## src/design/kwu_pkg.sv

```systemverilog
package kwu_pkg;

    localparam int KEY_COUNT = 8;
    localparam int POL_LSB   = 4;
    localparam int POL_COUNT = 4;
    localparam int ADDR_W    = 5;

    // Pins that also carry an analog converter channel
    localparam logic [7:0] ANALOG_KEYS = 8'hE0;

    // Register byte offsets
    localparam logic [4:0] OFF_CTRL       = 5'h00;
    localparam logic [4:0] OFF_PIN_EN     = 5'h04;
    localparam logic [4:0] OFF_IRQ_STATUS = 5'h08;
    localparam logic [4:0] OFF_IRQ_CLEAR  = 5'h0C;
    localparam logic [4:0] OFF_IRQ_ENABLE = 5'h10;

    // Control register fields
    localparam int CTRL_FLAG_BIT = 3;
    localparam int CTRL_ACK_BIT  = 2;
    localparam int CTRL_IE_BIT   = 1;
    localparam int CTRL_MODE_BIT = 0;

    // Status, clear and enable register layout
    localparam int IRQ_KEY_BIT  = 0;
    localparam int IRQ_WAKE_BIT = 1;

    // Reset values
    localparam logic [3:0] RST_POL    = 4'h0;
    localparam logic [7:0] RST_PIN_EN = 8'h00;
    localparam logic [1:0] RST_IRQ    = 2'h0;

    typedef struct packed {
        logic [7:0] dir;
        logic [7:0] pull_en;
        logic [7:0] out;
        logic [7:0] analog;
    } kwu_port_t;

    typedef struct packed {
        logic [7:0] out;
        logic [7:0] oe;
        logic [7:0] pull_up;
        logic [7:0] pull_down;
    } kwu_pad_t;

    typedef struct packed {
        logic [3:0]  pol;
        logic        mode;
        logic [7:0]  pin_en;
        logic [1:0]  status;
        logic [1:0]  irq_en;
        logic [7:0]  prev;
        logic        done;
        logic [31:0] rdata;
    } kwu_state_t;

    localparam kwu_state_t KWU_STATE_RST = '{
        pol:    RST_POL,
        mode:   1'b0,
        pin_en: RST_PIN_EN,
        status: RST_IRQ,
        irq_en: RST_IRQ,
        prev:   8'h00,
        done:   1'b0,
        rdata:  32'h0000_0000
    };

endpackage

```

## src/design/kwu_pin.sv

```systemverilog
`timescale 1ns/100ps
`default_nettype none
module kwu_pin #(
    parameter bit HAS_ANALOG = 1'b0,
    parameter bit HAS_POL    = 1'b0
) (
    // Configuration
    input  wire logic key_en,
    input  wire logic pol_sel,
    input  wire logic analog_sel,
    // Port side
    input  wire logic dir,
    input  wire logic pull_en,
    input  wire logic port_out,
    output logic      port_rd,
    // Pad side
    input  wire logic pad_in,
    output logic      pad_out,
    output logic      pad_oe,
    output logic      pull_up,
    output logic      pull_down,
    // Key side
    output logic      key_hit
);

    logic analog;
    logic pol;

    assign analog   = HAS_ANALOG && analog_sel;
    assign pol      = HAS_POL && pol_sel;
    assign pad_out  = port_out;
    assign pad_oe   = !analog && !key_en && dir;
    assign pull_up   = !analog && pull_en && (key_en ? !pol : !dir);
    assign pull_down = !analog && pull_en && key_en && pol;
    // Pin level reaches the port data register even with the key enabled
    assign port_rd  = analog ? 1'b0 : pad_in;
    assign key_hit  = !analog && key_en && (pol ? pad_in : !pad_in);

endmodule
`default_nettype wire

```

## src/design/kwu_top.sv

```systemverilog
// The address map and the Avalon-MM slave port were left to the implementer.
`timescale 1ns/100ps
`default_nettype none
module kwu_top
    import kwu_pkg::*;
#(
    parameter int KEYS = KEY_COUNT
) (
    // Clock and reset
    input  wire logic              REF_CLK,
    input  wire logic              RSTN,
    // Avalon-MM slave
    input  wire logic [ADDR_W-1:0] AVS_ADDRESS,
    input  wire logic              AVS_READ,
    input  wire logic              AVS_WRITE,
    input  wire logic [3:0]        AVS_BYTEENABLE,
    input  wire logic [31:0]       AVS_WRITEDATA,
    output logic      [31:0]       AVS_READDATA,
    output logic                   AVS_WAITREQUEST,
    // Shared port configuration and read-back
    input  wire kwu_port_t         PORT_CFG,
    output logic      [7:0]        PORT_READ_DATA,
    // Pads
    input  wire logic [7:0]        PAD_IN,
    output kwu_pad_t               PAD_DRIVE,
    // Power modes and requests
    input  wire logic              WAIT_MODE,
    input  wire logic              DEEP_STOP_MODE,
    output logic                   WAKE_REQ,
    output logic                   IRQ
);

    ////////////////////////////////////////////////////////////////////////////
    // Parameter check

    generate
        if (KEYS != KEY_COUNT) begin : g_bad_keys
            $error("kwu_top serves exactly eight key inputs");
        end
    endgenerate

    ////////////////////////////////////////////////////////////////////////////
    // Pin sharing

    kwu_state_t s;
    kwu_state_t n;
    logic [7:0] key_hit;
    logic [7:0] pol_full;
    logic [7:0] pad_out;
    logic [7:0] pad_oe;
    logic [7:0] pad_pu;
    logic [7:0] pad_pd;

    // Keys below the polarity field have no selection bit
    assign pol_full = {s.pol, 4'h0};

    genvar gi;
    generate
        for (gi = 0; gi < KEY_COUNT; gi++) begin : g_pin
            kwu_pin #(
                .HAS_ANALOG (ANALOG_KEYS[gi]),
                .HAS_POL    (gi >= POL_LSB)
            ) u_pin (
                .key_en     (s.pin_en[gi]),
                .pol_sel    (pol_full[gi]),
                .analog_sel (PORT_CFG.analog[gi]),
                .dir        (PORT_CFG.dir[gi]),
                .pull_en    (PORT_CFG.pull_en[gi]),
                .port_out   (PORT_CFG.out[gi]),
                .port_rd    (PORT_READ_DATA[gi]),
                .pad_in     (PAD_IN[gi]),
                .pad_out    (pad_out[gi]),
                .pad_oe     (pad_oe[gi]),
                .pull_up    (pad_pu[gi]),
                .pull_down  (pad_pd[gi]),
                .key_hit    (key_hit[gi])
            );
        end
    endgenerate

    assign PAD_DRIVE = '{out: pad_out, oe: pad_oe, pull_up: pad_pu, pull_down: pad_pd};

    ////////////////////////////////////////////////////////////////////////////
    // Detection, bus and registers

    logic       req;
    logic       acc;
    logic       wr_ok;
    logic       wr_ctrl;
    logic       wr_pin_en;
    logic       wr_clear;
    logic       wr_enable;
    logic [7:0] key_edge;
    logic       level_any;
    logic       key_set;
    logic       key_ack;
    logic       wake_clr;
    logic [7:0] ctrl_rd;
    logic [31:0] rd_mux;

    assign req   = AVS_READ || AVS_WRITE;
    // One wait state: the access completes in the cycle after it is seen
    assign acc   = req && s.done;
    assign wr_ok = AVS_WRITE && s.done && AVS_BYTEENABLE[0];

    assign wr_ctrl   = wr_ok && (AVS_ADDRESS == OFF_CTRL);
    assign wr_pin_en = wr_ok && (AVS_ADDRESS == OFF_PIN_EN);
    assign wr_clear  = wr_ok && (AVS_ADDRESS == OFF_IRQ_CLEAR);
    assign wr_enable = wr_ok && (AVS_ADDRESS == OFF_IRQ_ENABLE);

    // Previous sample is held as asserted level, so an edge is 0 then 1 here
    assign key_edge  = key_hit & ~s.prev;
    assign level_any = |key_hit;

    // Clocks stop in deep stop, so the level path stands in for the edge path
    always_comb begin
        if (DEEP_STOP_MODE) begin
            key_set = level_any;
        end else begin
            key_set = (|key_edge) || (s.mode && level_any);
        end
    end

    assign key_ack = (wr_ctrl && AVS_WRITEDATA[CTRL_ACK_BIT])
                  || (wr_clear && AVS_WRITEDATA[IRQ_KEY_BIT]);
    assign wake_clr = wr_clear && AVS_WRITEDATA[IRQ_WAKE_BIT];

    // Acknowledge bit is write-only and always reads zero
    assign ctrl_rd = {s.pol, s.status[IRQ_KEY_BIT], 1'b0, s.irq_en[IRQ_KEY_BIT], s.mode};

    always_comb begin
        case (AVS_ADDRESS)
            OFF_CTRL:       rd_mux = {24'h000000, ctrl_rd};
            OFF_PIN_EN:     rd_mux = {24'h000000, s.pin_en};
            OFF_IRQ_STATUS: rd_mux = {30'h00000000, s.status};
            OFF_IRQ_ENABLE: rd_mux = {30'h00000000, s.irq_en};
            default:        rd_mux = 32'h0000_0000;
        endcase
    end

    always_comb begin
        n = s;
        n.done = req && !s.done;
        if (req && !s.done) begin
            n.rdata = rd_mux;
        end
        n.prev = key_hit;
        if (wr_ctrl) begin
            n.pol                 = AVS_WRITEDATA[POL_LSB +: POL_COUNT];
            n.mode                = AVS_WRITEDATA[CTRL_MODE_BIT];
            n.irq_en[IRQ_KEY_BIT] = AVS_WRITEDATA[CTRL_IE_BIT];
        end
        if (wr_pin_en) begin
            n.pin_en = AVS_WRITEDATA[7:0];
        end
        if (wr_enable) begin
            n.irq_en = AVS_WRITEDATA[1:0];
        end
        // A set in the same cycle as a clear wins
        n.status[IRQ_KEY_BIT]  = key_set || (s.status[IRQ_KEY_BIT] && !key_ack);
        n.status[IRQ_WAKE_BIT] = WAKE_REQ || (s.status[IRQ_WAKE_BIT] && !wake_clr);
    end

    always_ff @(posedge REF_CLK or negedge RSTN) begin
        if (!RSTN) begin
            s <= KWU_STATE_RST;
        end else begin
            s <= n;
        end
    end

    ////////////////////////////////////////////////////////////////////////////
    // Outputs

    assign AVS_WAITREQUEST = req && !s.done;
    assign AVS_READDATA    = s.rdata;
    assign IRQ             = |(s.status & s.irq_en);
    // Deep stop path is combinational from the pads so it works without a clock
    assign WAKE_REQ = (DEEP_STOP_MODE && level_any)
                   || (WAIT_MODE && s.status[IRQ_KEY_BIT] && s.irq_en[IRQ_KEY_BIT]);
endmodule
`default_nettype wire

```

## config.mk

```make
export PLATFORM = sky130hd
export DESIGN_NAME = kwu_top
export DESIGN_NICKNAME = d
export VERILOG_FILES = /design/src/design/kwu_pkg.sv /design/src/design/kwu_pin.sv /design/src/design/kwu_top.sv
export SDC_FILE = /design/constraint.sdc
export NUM_CORES = 1
export LEC_CHECK = 0
export BUFFER_PORTS_ARGS = -buffer_cell sky130_fd_sc_hd__buf_2
export CORE_MARGIN = 2
export CORE_UTILIZATION = 42
export CTS_CLUSTER_DIAMETER = 30
export DETAILED_ROUTE_END_ITERATION = 8
export GPL_TIMING_DRIVEN = 0
export HOLD_SLACK_MARGIN = 0.12
export PLACE_DENSITY = 0.82
export SYNTH_ARGS = -nofsm -noshare
export SYNTH_HDL_FRONTEND = slang
export SYNTH_SLANG_ARGS = --single-unit
```

## constraint.sdc

```tcl
create_clock -name REF_CLK -period 1.9 [get_ports REF_CLK]
set_input_delay 0.38 -clock REF_CLK [delete_from_list [all_inputs] [get_ports REF_CLK]]
set_output_delay 0.38 -clock REF_CLK [all_outputs]
set_load 0.01 [all_outputs]
```

==> summary.txt, run 1 <==
Power
  – Flop pwr share: 0.425
  – Max VDD drop: 0.356 mV
  – Comb pwr share: 0.240
  – Clock Power Share: 0.335
  – Switching share of power: 0.263
  – Pint: 1.40 mW
  – Static Leakage: 1.80 nW
  – Net Sw Power: 0.498 mW
  – Pwr per Cell Area: 600 nW/um^2

STA
  – Fin Clk Skew: 0.00319 ns
  – Final setup fails: 1
  – Final min period: 2.00 ns
  – PnR worst setup slack: -0.103 ns
  – Unrepaired setup endpoints after global routing: yes
  – Slew Limit Fails: 0
  – Hold Fails Final Rpt: 0
  – Fmax: 499 MHz
  – Tcrit/Tclk final: 1.05
  – Final TNS setup: -0.103 ns
  – Slew @ Worst Pin: 0.714 ns
  – Rel. slew slack: 0.524

Floorplan
  – Overall die height: 78.3 um
  – Die area: 6140 um^2
  – Core Footprint: 5410 um^2
  – Cell Rows: 27
  – Ports: 162
  – Die width: 78.3 um
  – Starting density of the core: 0.429

Logic synthesis
  – Cell area after synthesis: 2320 um^2
  – Syn Area/Cell: 9.75 um^2
  – Register area share after synthesis: 0.367
  – YS warnings: 0
  – Leading area contributor after synthesis: dfrtp_1
  – Mapped Cells: 238
  – Unique masters post-synth: 39
  – Dominant synthesized flop cell: dfrtp_1
  – Post-synth EDFFs: 0
  – Async SR Flop Fraction: 1.00
  – Top cells by area, synth: dfrtp_1 (37%), buf_4 (23%), mux2_2 (6.8%), nor2b_1 (6.2%), a22o_1 (4.9%)
  – Post-synth top area share: 0.367
  – Post-synthesis register bit count: 34

Critical path
  – Worst reg-to-reg path cell count: 6
  – Crit path kind: reg2out
  – Crit path required time: 1.52 ns
  – Worst reg2reg startpoint: s[46]
  – Startpoint Class: flop
  – Worst r2r dst: ctrl_rd[3]
  – Crit end category: output port
  – R2r setup slk: 0.22 ns
  – Critical path data arrival time: 1.62 ns
  – CP max FO: 2

CTS
  – H-tree depth: 2
  – Clk slew on worst S/H paths: 0.06 ns
  – CTS tree: yes
  – CTS Buffer Depth: 2
  – Number of buffers inserted by hold repair at cts: 0
  – Number of buffers created by CTS: 5
  – Clock Root Buffer: clkbuf_8
  – Skew-Pair Late Insertion Delay: 0.28 ns
  – Sink Count: 34

Final layout
  – Commonest non-fill, non-tap cell in the layout: buf_2
  – Synth-to-Final Area Change: 36.1%
  – Final instance area: 3160 um^2
  – Fin cells: 442
  – FILL cells: 493
  – Share of layout cells above drive strength 1: 0.546
  – # nets final: 456
  – Commonest cells after routing, fill and taps aside: buf_2 (93), buf_4 (78), dfrtp_1 (33)
  – ANT cells: 0

Global route
  – Initial antenna violation count: 0
  – Total grt overflow: 0
  – Pin count of the biggest net entering global routing: 35
  – Overall routing resource usage: 0.159
  – First-pass GRT wire length: 7690 um
  – Vias in the first global route: 1,735

Status
  – Status: finished with violations
  – Failing checks: setup timing

Routing
  – DR vias/cell: 4.37
  – Routed Wire Length: 4750 um
  – DRT iter0 DRCs: 119
  – Drt drc: 0
  – Post-route ant nets: 0
  – Routed vias: 1,930
  – Drt pass-1 iters: 4
  – Routed wire per std cell: 10.7 um

Place
  – Port Buffer Count: 91
  – Placed Instances: 428
  – Post-DP Area: 2970 um^2
  – GP Congestion: 0.877
  – Dpl hpwl: 3880 um

Hold path
  – Hold/Removal Path Class: in2async

Flow run
  – Maxcap violations: 0
## metal layers
metal,track usage,wire length (um)
met5,0,0
met2,0.284,2450
met3,0.0356,324
met4,0.0684,70
met1,0.183,1900
## power groups by stage
stage                     Sequential (mW)  Combinational, mW  Clock [mW]
after floorplan                     0.807              0.287           0
after global placement              0.819              0.419           0
after detailed placement            0.820              0.427           0
after CTS                           0.803              0.452       0.659
after global routing                0.810              0.500       0.688
final                               0.805              0.455       0.635
## final cells by class
class	count	area [um^2]	area share
multi-input combinational	151	1030	0.327
sequential	34	852	0.270
buffer	75	554	0.176
timing repair buffer	97	500	0.158
tap	72	90.1	0.0285
clock buffer	5	68.8	0.0218
clock inverter	3	40.0	0.0127
inverter	5	18.8	0.00594
## Yosys cell counts (all sizes together) (2+ instances only)
cell type and count:
nand2b 2, mux2 14, xnor2 3, and3 3
dfrtp 34, a32oi 2, nor3b 7, nand3 4
buf 74, o21ai 3, inv 5, nor2b 23
a22o 13, a22oi 2, nor2 8, nand4 3
and2 2, nand2 15, nor4 4
## critical path: stages (launching register included)
cell      delay, ns
dfrtp_1        0.39
nor2b_4        0.14
nor4_4         0.28
nand4b_1       0.15
a32o_1         0.24
buf_2          0.14
## sequential cells by signal, summed over array words and instances (netlist names)
register / cells
s: 19
ctrl_rd: 7
AVS_READDATA: 8
## logic make-up (layout without fill, tap and decap cells)
| logic type | Yosys count | after routing | share of synthesized area |
|---|---|---|---|
| buf+inv | 80 | 185 | 0.247 |
| simple gates | 76 | 76 | 0.201 |
| flops | 34 | 34 | 0.367 |
| compound gates | 27 | 27 | 0.0922 |
| mux | 15 | 15 | 0.0722 |
| xor+xnor | 4 | 4 | 0.0151 |
| fa+ha+maj | 1 | 1 | 0.00431 |
| other cells | 1 | 28 | 0.00162 |
## what timing repair did
item                                    4_1_cts  5_1_grt
setup buffers                                 4        2
cloned                                        0        0
pin swaps                                     3        3
gates resized for setup                       7        1
endpoints found under the setup margin        1        1
## per-stage QoR
stage / power, mW / setup WS (ns) / util / hold slack (ns)
2_1_floorplan: 1.09 / 0.280 / - / 0.0844
3_3_place_gp: 1.24 / -0.0457 / 0.549 / 0.456
3_5_place_dp: 1.25 / -0.0891 / 0.549 / 0.465
4_1_cts: 1.91 / -0.155 / 0.581 / 0.157
5_1_grt: 2.00 / -0.193 / 0.584 / 0.189
6_report: 1.89 / -0.103 / 0.584 / 0.147
## how the worst max path moves through the flow
stage          slack, ns  cells after the start            from        to
2_1_floorplan       0.28                      4  AVS_ADDRESS[1]     s[45]
3_3_place_gp       -0.05                      5  AVS_ADDRESS[1]     s[52]
3_5_place_dp       -0.09                      5  AVS_ADDRESS[1]     s[47]
4_1_cts            -0.15                      5           s[46]  WAKE_REQ
5_1_grt            -0.19                      5           s[46]  WAKE_REQ
6_report           -0.10                      5           s[46]  WAKE_REQ
Note: power is estimated with default switching activity, not from simulation.
==> run 2: changes to the inputs <==
--- a/config.mk
+++ b/config.mk
@@ -6,13 +6,15 @@
 export NUM_CORES = 1
 export LEC_CHECK = 0
 export BUFFER_PORTS_ARGS = -buffer_cell sky130_fd_sc_hd__buf_2
+export CELL_PAD_IN_SITES_DETAIL_PLACEMENT = 0
+export CELL_PAD_IN_SITES_GLOBAL_PLACEMENT = 1
 export CORE_MARGIN = 2
-export CORE_UTILIZATION = 42
+export CORE_UTILIZATION = 29
 export CTS_CLUSTER_DIAMETER = 30
 export DETAILED_ROUTE_END_ITERATION = 8
 export GPL_TIMING_DRIVEN = 0
 export HOLD_SLACK_MARGIN = 0.12
-export PLACE_DENSITY = 0.82
+export PLACE_DENSITY_LB_ADDON = 0.1
 export SYNTH_ARGS = -nofsm -noshare
 export SYNTH_HDL_FRONTEND = slang
 export SYNTH_SLANG_ARGS = --single-unit
==> summary.txt, run 2 (same netlist as run 1, synthesis figures left out) <==
Floorplan
  – Starting density of the core: 0.300
  – Core Footprint: 7730 um^2
  – Die width: 93.5 um
  – Die area: 8730 um^2
  – Overall die height: 93.5 um
  – Ports: 162
  – Cell Rows: 32

Critical path
  – Worst r2r dst: ctrl_rd[3]
  – Worst path max stage delay: 0.38 ns
  – Critical path data arrival time: 1.69 ns
  – Critical path, cell by cell: nor2b_4 -> nor4_4 -> nand4b_1 -> a32o_2 -> buf_6
  – Crit path required time: 1.52 ns
  – CP max FO: 2
  – Worst path buffer plus inverter count: 1
  – Family with the most delay on the worst path: simple AND/OR/NAND/NOR gates
  – Slowest CP cell: dfrtp_1
  – Crit end category: output port
  – Worst reg-to-reg path cell count: 6
  – R2r setup slk: 0.11 ns
  – Worst reg2reg startpoint: s[47]
  – Crit path kind: reg2out
  – Startpoint Class: flop

Global route
  – Overall routing resource usage: 0.122
  – Met3 Usage GRT: 0.0169
  – Layer carrying the most global-route usage: met2
  – Pin count of the biggest net entering global routing: 35
  – Vias in the first global route: 1,858
  – First-pass GRT wire length: 8380 um
  – Total grt overflow: 0
  – GR Util met1: 0.144
  – Initial antenna violation count: 0
  – Met2 Track Usage GR: 0.221

STA
  – Slew Limit Fails: 0
  – Final setup fails: 1
  – Tcrit/Tclk final: 1.09
  – Hold Fails Final Rpt: 0
  – Fin Clk Skew: 0.00340 ns
  – PnR worst setup slack: -0.168 ns
  – Slew @ Worst Pin: 0.805 ns
  – Fmax: 483 MHz
  – Unrepaired setup endpoints after global routing: yes
  – Final TNS setup: -0.168 ns
  – Final min period: 2.07 ns
  – Rel. slew slack: 0.459

Power
  – Tot Pwr: 1.85 mW
  – Comb pwr share: 0.260
  – Max VDD drop: 0.227 mV
  – Clock Power Share: 0.305
  – Pwr per Cell Area: 578 nW/um^2
  – Switching share of power: 0.288
  – Pint: 1.32 mW
  – Net Sw Power: 0.535 mW
  – Flop pwr share: 0.435
  – Static Leakage: 1.80 nW

Place
  – Pre-CTS setup slack: -0.149 ns
  – GP Congestion: 0.739
  – Port Buffer Count: 91
  – Dpl hpwl: 4280 um

Routing
  – Drt pass-1 iters: 4
  – Routed Wire Length: 5340 um
  – Post-route ant nets: 0
  – Routed wire per std cell: 11.3 um
  – DRT iter0 DRCs: 41
  – DR vias/cell: 4.12
  – Drt drc: 0
  – Routed vias: 1,940

Final layout
  – Commonest non-fill, non-tap cell in the layout: buf_2
  – Top reg by flops: s
  – # nets final: 455
  – Synth-to-Final Area Change: 38.3%
  – ANT cells: 0
  – Largest register FFs: 19
  – Reg area: 853 um^2
  – Final Util: 0.415
  – Multi-input logic area: 1060 um^2
  – Commonest cells after routing, fill and taps aside: buf_2 (92), buf_4 (77), dfrtp_1 (32)
  – FILL cells: 804
  – Share of layout cells above drive strength 1: 0.561

CTS
  – H-tree depth: 2
  – Skew-Pair Late Insertion Delay: 0.29 ns
  – Clock Root Buffer: clkbuf_8
  – CTS tree: yes
  – Sink Count: 34
  – Number of buffers created by CTS: 5
  – Clk slew on worst S/H paths: 0.07 ns
  – Number of buffers inserted by hold repair at cts: 0
  – CTS Buffer Depth: 2

Status
  – Failing checks: setup timing
  – Status: finished with violations

Hold path
  – Hold/Removal Path Class: in2async

Flow run
  – Maxcap violations: 0
-- run 2: how the worst max path moves through the flow --
stage                        start       end  slack, ns  cells after the start
CTS                          s[45]  WAKE_REQ      -0.22                      5
detailed placement           s[47]  WAKE_REQ      -0.15                      5
floorplan           AVS_ADDRESS[1]     s[45]       0.28                      4
global route                 s[48]  WAKE_REQ      -0.23                      5
global placement             s[47]  WAKE_REQ      -0.13                      5
finish                       s[48]  WAKE_REQ      -0.17                      5
-- run 2: worst reg2reg max path: stages, from the launching register on --
cell,delay [ns]
dfrtp_1,0.41
buf_4,0.16
nor3b_1,0.14
a2111oi_1,0.43
o21ai_1,0.17
nor4_2,0.25
o211ai_1,0.10
-- run 2: power groups by stage --
stage / combinational [mW] / sequential [mW] / clock (mW)
after global placement: 0.431 / 0.823 / 0
after global routing: 0.529 / 0.813 / 0.612
after CTS: 0.470 / 0.805 / 0.588
final: 0.483 / 0.806 / 0.565
after floorplan: 0.287 / 0.807 / 0
after detailed placement: 0.436 / 0.823 / 0
-- run 2: per-layer routing --
metal / vias up / wire length, um
met2: 75 / 2620
met3: 7 / 358
met5: - / 0
li1: 973 / -
met4: 0 / 85
met1: 885 / 2280
-- run 2: final cells by class --
type	count	area share
multi-input cells	151	0.331
flip-flops and latches	34	0.266
plain buffers	75	0.173
repair buffers	96	0.156
well taps	102	0.0398
clock buffers	6	0.0257
inverters	5	0.00585
clock inverters	2	0.00390
-- run 2: metrics by stage --
stage | hold slack (ns) | instances | instance area (um^2)
finish | 0.165 | 471 | 3210
floorplan | 0.0844 | 265 | 2420
global route | 0.239 | 471 | 3210
CTS | 0.197 | 469 | 3170
detailed placement | 0.460 | 458 | 3010
global placement | 0.454 | 458 | 3010
-- run 2: repair_timing --
item,4_1_cts,5_1_grt
pin swaps,3,6
gates resized for setup,11,7
endpoints found under the setup margin,1,10
setup buffers,3,2
==> run 3: changes to the inputs <==
--- a/config.mk
+++ b/config.mk
@@ -9,7 +9,7 @@
 export CELL_PAD_IN_SITES_DETAIL_PLACEMENT = 0
 export CELL_PAD_IN_SITES_GLOBAL_PLACEMENT = 1
 export CORE_MARGIN = 2
-export CORE_UTILIZATION = 29
+export CORE_UTILIZATION = 26
 export CTS_CLUSTER_DIAMETER = 30
 export DETAILED_ROUTE_END_ITERATION = 8
 export GPL_TIMING_DRIVEN = 0
==> constraint.sdc (replaced) <==
create_clock -name REF_CLK -period 1.8 [get_ports REF_CLK]
set_input_delay 0.36 -clock REF_CLK [delete_from_list [all_inputs] [get_ports REF_CLK]]
set_output_delay 0.36 -clock REF_CLK [all_outputs]
set_load 0.01 [all_outputs]
==> summary.txt, run 3 (same netlist as run 1, synthesis figures left out) <==
Status
  – Status: finished with violations
  – Failing checks: setup timing

Power
  – Max VDD drop: 0.271 mV
  – Tot Pwr: 1.91 mW
  – Static Leakage: 1.81 nW
  – Pwr per Cell Area: 594 nW/um^2

Critical path
  – Worst path buffer plus inverter count: 1
  – CP max FO: 2
  – Startpoint Class: flop
  – Worst path max stage delay: 0.40 ns
  – Slowest CP cell: dfrtp_1
  – Crit end category: output port
  – Crit path kind: reg2out
  – Crit path required time: 1.44 ns
  – Critical path, cell by cell: nor2b_4 -> nor4_4 -> nand4b_1 -> a32o_2 -> buf_6
  – Family with the most delay on the worst path: simple AND/OR/NAND/NOR gates
  – Critical path data arrival time: 1.64 ns

Final layout
  – Commonest cells after routing, fill and taps aside: buf_2 (92), buf_4 (79), dfrtp_1 (34)
  – Share of layout cells above drive strength 1: 0.554
  – # nets final: 457
  – Commonest non-fill, non-tap cell in the layout: buf_2
  – Top reg by flops: s
  – Largest register FFs: 19
  – ANT cells: 0
  – Fin cells: 478
  – Synth-to-Final Area Change: 38.5%
  – Final instance area: 3220 um^2

STA
  – Final min period: 2.00 ns
  – Hold_ws: 0.154 ns
  – Hold Fails Final Rpt: 0
  – Final setup fails: 1
  – Slew @ Worst Pin: 0.766 ns
  – Rel. slew slack: 0.489
  – Fin Clk Skew: 0.00839 ns
  – PnR worst setup slack: -0.196 ns
  – Unrepaired setup endpoints after global routing: yes
  – Slew Limit Fails: 0
  – Fmax: 501 MHz
  – Tcrit/Tclk final: 1.11

Routing
  – Met2 WL: 2740 um
  – Post-route ant nets: 0
  – Routed Wire Length: 5520 um
  – Routed wire per std cell: 11.6 um
  – Met1 WL: 2400 um
  – Routed vias: 1,925
  – Top Metal Used: met4
  – Drt pass-1 iters: 4
  – DRT iter0 DRCs: 47
  – Drt drc: 0
  – WL met3: 352 um
  – DR vias/cell: 4.03

Place
  – Port Buffer Count: 91
  – Placed Instances: 464
  – GP Congestion: 0.780
  – Post-DP Area: 3010 um^2
  – Dpl hpwl: 4370 um

Global route
  – Pin count of the biggest net entering global routing: 35
  – Overall routing resource usage: 0.113
  – First-pass GRT wire length: 8840 um
  – Initial antenna violation count: 0
  – Total grt overflow: 0
  – Vias in the first global route: 1,879

CTS
  – Skew-Pair Late Insertion Delay: 0.28 ns
  – H-tree depth: 2
  – Clk slew on worst S/H paths: 0.07 ns
  – Sink Count: 34
  – Clock Root Buffer: clkbuf_8
  – Number of buffers created by CTS: 5
  – CTS tree: yes
  – CTS Buffer Depth: 2
  – Number of buffers inserted by hold repair at cts: 0

Floorplan
  – Overall die height: 98.5 um
  – Starting density of the core: 0.267
  – Cell Rows: 34
  – Ports: 162
  – Die width: 98.5 um
  – Die area: 9700 um^2
  – Core Footprint: 8680 um^2

Flow run
  – Maxcap violations: 0

Hold path
  – Hold/Removal Path Class: in2async
[run 3: cell count changes in the layout (fill, tap and decap cells not counted), sizes merged]
cell	change
clkinv	+1
buf	+2
clkbuf	-1
clkinvlp	-1
[run 3: cell type report]
cell class              count  area (um^2)
plain buffers              75          554
clock buffers               5         68.8
clock inverters             2         10.0
fillers                   923         5460
inverters                   5         18.8
multi-input cells         151         1060
flip-flops and latches     34          851
well taps                 108          135
repair buffers             98          514
[run 3: layer usage]
layer | track usage | up-vias
li1 | - | 980
met1 | 0.143 | 879
met2 | 0.193 | 64
met3 | 0.0277 | 2
met4 | 0.0316 | 0
met5 | 0 | -
[run 3: power by group]
part           leakage (nW)  switching [mW]  internal (mW)  total (mW)
logic                  1.31           0.233          0.287       0.521
clock network        0.0438           0.279          0.260       0.539
registers             0.456          0.0452          0.807       0.852
[run 3: what timing repair did]
action | in CTS | in global routing
endpoints found under the hold margin | 0 | 0
setup buffers | 5 | 2
pin swaps | 3 | 6
gates resized for setup | 9 | 6
endpoints found under the setup margin | 2 | 2
[run 3: final timing paths]
path	end	depth (start not counted)	slack, ns	start
min reg2reg	AVS_READDATA[2]	2	0.47	AVS_READDATA[2]
min in group REF_CLK	s[36]	2	0.30	PAD_IN[3]
min	s[35]	1	0.15	RSTN
max in group asynchronous	AVS_READDATA[1]	1	1.16	RSTN
max reg2reg	s[44]	7	0.06	s[46]
max	WAKE_REQ	5	-0.20	s[46]
[run 3: metrics by stage]
step                TNS, ns  utilization  worst slack, ns
floorplan                 0            -            0.200
global placement      -2.78        0.347           -0.204
detailed placement    -2.85        0.347           -0.205
CTS                  -0.246        0.365           -0.246
global route         -0.351        0.371           -0.322
finish               -0.196        0.371           -0.196
